--- src/common/trig_map.vh ---
// register map, mode codes and field constants of the level trigger detector
`ifndef TRIG_MAP_VH
`define TRIG_MAP_VH

// register indices; byte address is four times the index
`define IDX_OR_MASK      16'h9e0c
`define IDX_MODE         16'h9ea2
`define IDX_LVL_PRIMARY  16'ha4d8
`define IDX_LVL_AUX      16'ha53c
`define IDX_IRQ_STATUS   16'ha600
`define IDX_IRQ_MASK     16'ha601
`define IDX_CHAN_STATE   16'ha602

// mode codes
`define MODE_RISING      32'h00000001
`define MODE_FALLING     32'h00000002
`define MODE_DUAL        32'h00000004
`define MODE_WIN_ENTRY   32'h00000020
`define MODE_WIN_EXIT    32'h00000040
`define REARM_FLAG       32'h01000000
`define MODE_RISE_REARM  32'h01000001
`define MODE_FALL_REARM  32'h00100002

// level limits and field positions
`define LVL_MAX          32'sh00007fff
`define LVL_MIN          32'shffff8001
`define LVL_MAX16        16'h7fff
`define LVL_MIN16        16'h8001
`define OR_BIT_FIRST_CH  0
`define IRQ_BIT_TRIG     0
`define IRQ_BIT_ARM      1
`define STATE_BIT_ARMED  0
`define STATE_BIT_PRIMED 1
`define STATE_CNT_LSB    16
`define RST_WORD         32'h00000000
`define RST_LEVEL        16'h0000

`endif

--- src/verilog/level_trigger_detector.v ---
// channel level trigger detector with apb register access
// Overview of operation
// [RL1] software must set channel bit in or mask
// [RL2] every sample evaluated, no gaps
// [RL3] code 1h: trigger on rising level crossing
// [RL4] code 2h: trigger on falling level crossing
// [RL5] code 4h: trigger on either crossing
// [RL6] rising re-arm: arm via aux, fire primary
// [RL7] re-arm: disarm on trigger until rearmed
// [RL8] falling re-arm: primary arms, aux fires
// [RL9] window entry: outside to inside fires
// [RL10] window exit: inside to outside fires
// [RL11] re-arm is an or-ed flag bit; code also names falling re-arm 00100002h, which lacks it
// [RL12] levels clamped to -32767..+32767
// [RL13] crossing from sample pair, one-cycle pulse
// [RL14] masked-off channel never triggers
//
// Our own choice: the APB interface to the registers.
`timescale 1ns/10ps
`default_nettype none
`include "trig_map.vh"
module level_trigger_detector (
   input  wire        clk,
   input  wire        rst,
   input  wire        ce,
   input  wire        psel,
   input  wire        penable,
   input  wire        pwrite,
   input  wire [17:0] paddr,
   input  wire [31:0] pwdata,
   output reg  [31:0] prdata,
   output reg         pready,
   output reg         pslverr,
   input  wire [15:0] sample_data,
   input  wire        sample_valid,
   output reg         trig_out,
   output reg         irq
);

   // register state
   reg  [31:0] or_mask_ff;
   reg  [31:0] mode_ff;
   reg  [15:0] lvl_pri_ff;
   reg  [15:0] lvl_aux_ff;
   reg  [1:0]  irq_status_ff;
   reg  [1:0]  irq_mask_ff;

   // detector state
   reg  [15:0] prev_ff;
   reg         primed_ff;
   reg         armed_ff;
   reg  [15:0] trig_cnt_ff;

   // next values
   reg  [31:0] nxt_prdata;
   reg         nxt_pslverr;
   reg         nxt_armed;
   reg         fire;
   reg         arm_evt;
   reg  [15:0] nxt_level;

   wire        bus_req;
   wire        bus_done;
   wire        wr_en;
   wire        sel_or_mask;
   wire        sel_mode;
   wire        sel_pri;
   wire        sel_aux;
   wire        sel_status;
   wire        sel_mask;
   wire        sel_state;
   wire        sel_any;
   wire        eval;
   wire        ch_enabled;

   wire        pri_rise;
   wire        pri_fall;
   wire        pri_cur_above;
   wire        pri_cur_below;
   wire        pri_prev_above;
   wire        pri_prev_below;
   wire        aux_rise;
   wire        aux_fall;
   wire        aux_cur_above;
   wire        aux_cur_below;
   wire        aux_prev_above;
   wire        aux_prev_below;
   wire        inside_cur;
   wire        inside_prev;
   wire        is_rearm;
   wire [1:0]  irq_set;
   wire [1:0]  irq_clr;
   wire [31:0] state_word;

   // apb decode; one wait state, answer registered
   assign bus_req     = psel && penable && !pready;
   assign bus_done    = psel && penable && pready;
   assign wr_en       = bus_done && pwrite;
   assign sel_or_mask = paddr == {`IDX_OR_MASK, 2'b00};
   assign sel_mode    = paddr == {`IDX_MODE, 2'b00};
   assign sel_pri     = paddr == {`IDX_LVL_PRIMARY, 2'b00};
   assign sel_aux     = paddr == {`IDX_LVL_AUX, 2'b00};
   assign sel_status  = paddr == {`IDX_IRQ_STATUS, 2'b00};
   assign sel_mask    = paddr == {`IDX_IRQ_MASK, 2'b00};
   assign sel_state   = paddr == {`IDX_CHAN_STATE, 2'b00};
   assign sel_any     = sel_or_mask || sel_mode || sel_pri || sel_aux ||
                        sel_status || sel_mask || sel_state;

   assign state_word  = {trig_cnt_ff, 14'h0000, primed_ff, armed_ff};

   always @* begin
      nxt_pslverr = !sel_any;
      case (1'b1)
         sel_or_mask: nxt_prdata = or_mask_ff;
         sel_mode:    nxt_prdata = mode_ff;
         sel_pri:     nxt_prdata = {{16{lvl_pri_ff[15]}}, lvl_pri_ff};
         sel_aux:     nxt_prdata = {{16{lvl_aux_ff[15]}}, lvl_aux_ff};
         sel_status:  nxt_prdata = {30'h00000000, irq_status_ff};
         sel_mask:    nxt_prdata = {30'h00000000, irq_mask_ff};
         sel_state:   nxt_prdata = state_word;
         default:     nxt_prdata = `RST_WORD;
      endcase
   end

   // out-of-range levels saturate instead of wrapping
   always @* begin
      if ($signed(pwdata) > `LVL_MAX) begin
         nxt_level = `LVL_MAX16; // [RL12]
      end else if ($signed(pwdata) < `LVL_MIN) begin
         nxt_level = `LVL_MIN16; // [RL12]
      end else begin
         nxt_level = pwdata[15:0];
      end
   end

   always @(posedge clk) begin
      if (rst) begin
         pready  <= 1'b0;
         pslverr <= 1'b0;
         prdata  <= `RST_WORD;
      end else if (ce) begin
         pready  <= bus_req;
         pslverr <= bus_req && nxt_pslverr;
         if (bus_req) begin
            prdata <= pwrite ? `RST_WORD : nxt_prdata;
         end else begin
            prdata <= `RST_WORD;
         end
      end
   end

   always @(posedge clk) begin
      if (rst) begin
         or_mask_ff  <= `RST_WORD;
         mode_ff     <= `RST_WORD;
         lvl_pri_ff  <= `RST_LEVEL;
         lvl_aux_ff  <= `RST_LEVEL;
         irq_mask_ff <= 2'b00;
      end else if (ce && wr_en) begin
         if (sel_or_mask) begin
            or_mask_ff <= pwdata;
         end
         if (sel_mode) begin
            mode_ff <= pwdata;
         end
         if (sel_pri) begin
            lvl_pri_ff <= nxt_level;
         end
         if (sel_aux) begin
            lvl_aux_ff <= nxt_level;
         end
         if (sel_mask) begin
            irq_mask_ff <= pwdata[1:0];
         end
      end
   end

   // comparators for both levels
   edge_compare u_cmp_pri (
      .cur        (sample_data),
      .prev       (prev_ff),
      .level      (lvl_pri_ff),
      .rise       (pri_rise),
      .fall       (pri_fall),
      .cur_above  (pri_cur_above),
      .cur_below  (pri_cur_below),
      .prev_above (pri_prev_above),
      .prev_below (pri_prev_below)
   );

   edge_compare u_cmp_aux (
      .cur        (sample_data),
      .prev       (prev_ff),
      .level      (lvl_aux_ff),
      .rise       (aux_rise),
      .fall       (aux_fall),
      .cur_above  (aux_cur_above),
      .cur_below  (aux_cur_below),
      .prev_above (aux_prev_above),
      .prev_below (aux_prev_below)
   );

   // window: primary is the upper bound, auxiliary the lower
   assign inside_cur  = !pri_cur_above && !aux_cur_below;
   assign inside_prev = !pri_prev_above && !aux_prev_below;

   // a crossing needs a previous sample, so the first one only primes
   assign eval       = sample_valid && primed_ff; // [RL2]
   assign ch_enabled = or_mask_ff[`OR_BIT_FIRST_CH]; // [RL1]
   // the falling re-arm code carries no flag bit, so it is named here too
   assign is_rearm   = ((mode_ff & `REARM_FLAG) != `RST_WORD) ||
                       (mode_ff == `MODE_FALL_REARM); // [RL11]

   always @* begin
      fire    = 1'b0;
      arm_evt = 1'b0;
      case (mode_ff)
         `MODE_RISING: begin
            fire = pri_rise; // [RL3]
         end
         `MODE_FALLING: begin
            fire = pri_fall; // [RL4]
         end
         `MODE_DUAL: begin
            fire = pri_rise || pri_fall; // [RL5]
         end
         `MODE_RISE_REARM: begin
            arm_evt = aux_rise; // [RL6]
            fire    = armed_ff && pri_rise; // [RL6]
         end
         `MODE_FALL_REARM, (`MODE_FALLING | `REARM_FLAG): begin
            arm_evt = pri_fall; // [RL8]
            fire    = armed_ff && aux_fall; // [RL8]
         end
         `MODE_WIN_ENTRY: begin
            fire = inside_cur && !inside_prev; // [RL9]
         end
         `MODE_WIN_EXIT: begin
            fire = !inside_cur && inside_prev; // [RL10]
         end
         default: begin
            fire = 1'b0;
         end
      endcase
      if (!eval) begin
         fire    = 1'b0;
         arm_evt = 1'b0;
      end
   end

   // a trigger disarms even if the same sample would arm again
   always @* begin
      if (fire && is_rearm) begin
         nxt_armed = 1'b0; // [RL7]
      end else if (arm_evt && !armed_ff) begin
         nxt_armed = 1'b1;
      end else begin
         nxt_armed = armed_ff;
      end
   end

   always @(posedge clk) begin
      if (rst) begin
         prev_ff     <= `RST_LEVEL;
         primed_ff   <= 1'b0;
         armed_ff    <= 1'b0;
         trig_out    <= 1'b0;
         trig_cnt_ff <= 16'h0000;
      end else if (ce) begin
         if (sample_valid) begin
            prev_ff   <= sample_data; // [RL13]
            primed_ff <= 1'b1;
         end
         // a new mode starts disarmed
         if (wr_en && sel_mode) begin
            armed_ff <= 1'b0; // [RL7]
         end else begin
            armed_ff <= nxt_armed;
         end
         trig_out <= fire && ch_enabled; // [RL14]
         if (fire && ch_enabled) begin
            trig_cnt_ff <= trig_cnt_ff + 16'h0001;
         end
      end
   end

   // sticky events; a set in the clearing cycle wins
   assign irq_set = {arm_evt && !armed_ff, fire && ch_enabled};
   assign irq_clr = (wr_en && sel_status) ? pwdata[1:0] : 2'b00;

   always @(posedge clk) begin
      if (rst) begin
         irq_status_ff <= 2'b00;
         irq <= 1'b0;
      end else if (ce) begin
         irq_status_ff <= (irq_status_ff & ~irq_clr) | irq_set;
         irq <= |(((irq_status_ff & ~irq_clr) | irq_set) & irq_mask_ff);
      end
   end

endmodule
`default_nettype wire

--- src/verilog/edge_compare.v ---
// compares one sample pair against one signed level
`timescale 1ns/10ps
`default_nettype none
module edge_compare (
   input  wire [15:0] cur,
   input  wire [15:0] prev,
   input  wire [15:0] level,
   output wire        rise,
   output wire        fall,
   output wire        cur_above,
   output wire        cur_below,
   output wire        prev_above,
   output wire        prev_below
);
   assign cur_above  = $signed(cur) > $signed(level);
   assign cur_below  = $signed(cur) < $signed(level);
   assign prev_above = $signed(prev) > $signed(level);
   assign prev_below = $signed(prev) < $signed(level);
   // crossing judged from previous sample to current one
   assign rise       = !prev_above && cur_above; // [RL13]
   assign fall       = !prev_below && cur_below; // [RL13]
endmodule
`default_nettype wire

--- config.mk ---
export PLATFORM = sky130hd
export DESIGN_NAME = level_trigger_detector
export DESIGN_NICKNAME = d
export VERILOG_FILES = /design/src/verilog/level_trigger_detector.v /design/src/verilog/edge_compare.v
export VERILOG_INCLUDE_DIRS = /design/src /design/src/common
export SDC_FILE = /design/constraint.sdc
export NUM_CORES = 1
export LEC_CHECK = 0
export BUFFER_PORTS_ARGS = -buffer_cell sky130_fd_sc_hd__buf_2
export CORE_MARGIN = 1.5
export CORE_UTILIZATION = 41
export CTS_CLUSTER_SIZE = 16
export DETAILED_ROUTE_END_ITERATION = 8
export SLEW_MARGIN = 20
export SYNTH_ARGS = -nofsm -noshare
export SYNTH_HDL_FRONTEND = slang
export SYNTH_SLANG_ARGS = --single-unit
--- constraint.sdc ---
create_clock -name clk -period 9.39 [get_ports clk]
set_clock_uncertainty 0.2 [all_clocks]
set_input_delay 1.4085 -clock clk [delete_from_list [all_inputs] [get_ports clk]]
set_output_delay 1.4085 -clock clk [all_outputs]
set_load 0.01 [all_outputs]
==> impl_metrics.ini <==
[sta]
fmax_ghz = 0.219
tightestPinTransition_ps = 949
finalSetupTns_ps = 0
rsz0062_at_grt = no
maxSlewViolCount = 0
rel_slew_slack_pct = 36.6
final.min_clock_period_ps = 4570
final-setup-viol-count = 0
timing_hold_violations_final = 0
post-route-period-util_pct = 48.6

[global_route]
globalRouteTotalUtil_pct = 24.3
grt_pass1_vias = 8677
grt_antenna_before_repair = 0
overflow = 0
grt_max_degree = 103
wire_length_of_the_first_global_routing_pass_mm = 45.6

[critical_path]
critical_path_peak_fanout = 18
cpMostUsedCell = sky130_fd_sc_hd__nor4_1
path_cells = buf_2 > ha_1 > nand4_2 > nor4_4 > a21bo_1 > and4_4 > nor4_1 > a32o_2 > a211o_4 > o21ai_4 > nor4_1 > mux2_1
signal_arrival_time_at_the_worst_endpoint_ps = 4700
critical_path_required_ps = 9520
timing.critical_path.from_type = primary input
slowest_stage = sky130_fd_sc_hd__nor4_1
end_kind = register
crit_path_max_incr_delay_ps = 550
path_class = primary input to register

[routing]
drc = 0
detailed_route_wl_mm = 28.7
postRouteAntennaNets = 0
drt-vias-per-instance = 5.67
dr.pass1.iters = 5
via_count_of_the_routed_design = 9022
route.detailed.wl_per_inst_microns = 18.0
first_iter_violations = 653

[min_path]
hp-class = register to register

[finish]
multi_input_comb_area_sq_um = 5440
nNetsFinal = 1438
fillCellCount = 2262
utilization_pct = 47.7
layout-area-overhead-vs-synth_pct = 12.8
sequential_cell_area_in_the_final_layout_sq_um = 3400
post_route_cells_drive_above_1_share_pct = 14.4
diodes = 0

[place]
gp_routability_congestion = 0.937
detailed_place_hpwl_mm = 20.5
numPortBuffers = 108

[clock_network]
setup_repair_bufs_after_cts = 0
root_buffer = sky130_fd_sc_hd__clkbuf_16
clock_insertion_delay_worst_skew_ps = 440
clk_path_buf_depth = 2
cts.sink_count = 170
cts_hold_repair.buffers = 0
htree_num_levels = 4
cts.repair.resized = 0
tritoncts = yes
tritoncts_buffers = 17
clk_pin_slew_worst_paths_ps = 70

[floorplanning]
initial_utilization_pct = 42.3
floorplan.rows = 54
boundaryPins = 109
die_area_sq_um = 23600
die-height_microns = 154
die_boundary_width_microns = 154
fp.coreArea_sq_um = 22000

[synthesis]
ys.flop_type = sky130_fd_sc_hd__dfxtp_1
synth.net_count = 1374
yosys.cell_types.count = 84
post_synth_edffs = 0
syn_avg_cell_area_sq_um = 7.53
ys.warnings.count = 0
postSynthRegisterBits = 170
netlist_instances = 1236
synth-async-reset-ratio_pct = 0
syn-cell-area_sq_um = 9310
synth_sequential_area_ratio_pct = 36.5

[power_and_ir_drop]
power.density_nw_per_um2 = 146
vdd_drop_max_mv = 0.0907
power_leakage_nw = 3.92

[run]
cap_violations = 0

[status]
run_status = completed
## cell type report
cell class | count | area share (%)
repair buffers | 115 | 5.71
multi-input cells | 954 | 51.9
inverters | 42 | 1.50
flip-flops and latches | 170 | 32.4
clock inverters | 13 | 1.10
clock buffers | 18 | 4.09
well taps | 280 | 3.34
## stage by stage
step           total power, mW  setup slack, ps  hold slack (ps)  cells  instance area [sq um]
6_report                  1.54             4820              251   1592                  10500
5_1_grt                   1.58             4540              267   1592                  10500
4_1_cts                   1.54             4860              254   1592                  10500
3_5_place_dp             0.876             4400              244   1561                   9940
3_3_place_gp             0.875             4450              238   1561                   9940
2_1_floorplan            0.820             5080              232   1236                   9310
## sequential cells by signal, indices dropped and copies added, names as in the netlist
name,cells
mode_ff,32
or_mask_ff,32
prdata,32
lvl_aux_ff,16
lvl_pri_ff,16
prev_ff,16
trig_cnt_ff,16
irq_mask_ff,2
irq_status_ff,2
armed_ff,1
irq,1
pready,1
primed_ff,1
pslverr,1
trig_out,1
## synthesized netlist by cell type, drive strengths merged (7+ instances only)
master,n,area share [%]
nand4,16,1.2
a211oi,7,0.56
a221oi,13,1.4
ha,65,8.7
nor2b,8,0.54
or2,7,0.47
dfxtp,170,37
a21oi,205,11
clkbuf,53,2.2
inv,40,1.6
o21ai,12,0.77
o211ai,10,0.81
nor3,26,1.4
buf,16,1.2
o22ai,14,0.94
nand3,19,1.0
a21o,7,0.58
nor2,132,5.4
or4,8,0.65
nand2,286,12
nor4,27,2.0
## placed cells by master (no fill, tap or decap), types with 17 or more instances in the layout
cell and instances:
sky130_fd_sc_hd__nand2_1 285, sky130_fd_sc_hd__a21oi_1 205, sky130_fd_sc_hd__dfxtp_1 170, sky130_fd_sc_hd__nor2_1 127
sky130_fd_sc_hd__buf_2 107, sky130_fd_sc_hd__ha_1 65, sky130_fd_sc_hd__inv_1 40, sky130_fd_sc_hd__nor4_1 26
sky130_fd_sc_hd__nor3_1 25, sky130_fd_sc_hd__nand3_1 19, sky130_fd_sc_hd__clkbuf_16 17
## path summary, 6_finish.rpt
check	from	end	slack [ps]	cells past startpoint
setup / recovery	sample_data[15]	trig_cnt_ff[14]	4820	12
hold / removal	or_mask_ff[15]	or_mask_ff[15]	250	2
setup reg to reg	lvl_pri_ff[15]	trig_cnt_ff[14]	5400	12
hold reg to reg	or_mask_ff[15]	or_mask_ff[15]	250	2
## where the power goes
group | switching [mW] | internal [mW]
registers | 0.00411 | 0.724
logic | 0.0849 | 0.0479
clock network | 0.330 | 0.344
## cells by family (layout without fill, tap and decap cells)
kind of cell | Yosys count | count (layout) | share of synthesized area [%]
buffers and inverters | 112 | 188 | 5.31
muxes | 10 | 10 | 1.17
and+or+nand+nor | 571 | 571 | 27.7
xor gates and xnor gates | 1 | 1 | 0.0941
DFF | 170 | 170 | 36.5
AOI/OAI and AO/OA | 307 | 307 | 20.5
adders and majority gates | 65 | 65 | 8.73
## critical path, delay by kind of cell
kind,cells,cell delay [ps]
adder cells (fa/ha/maj),1,330
AO/OA/AOI/OAI,4,790
buffers and inverters,1,120
multiplexers,1,360
AND/OR/NAND/NOR,5,1670
## routing by layer
layer,track usage [%],share of wire (%),vias to the layer above
met5,0,0,-
met4,8.41,2.7,0
met3,3.89,4.8,53
met2,41.3,47,264
met1,31.3,45,4248
li1,-,-,4457
No activity file was read; power rests on OpenSTA's default activity.
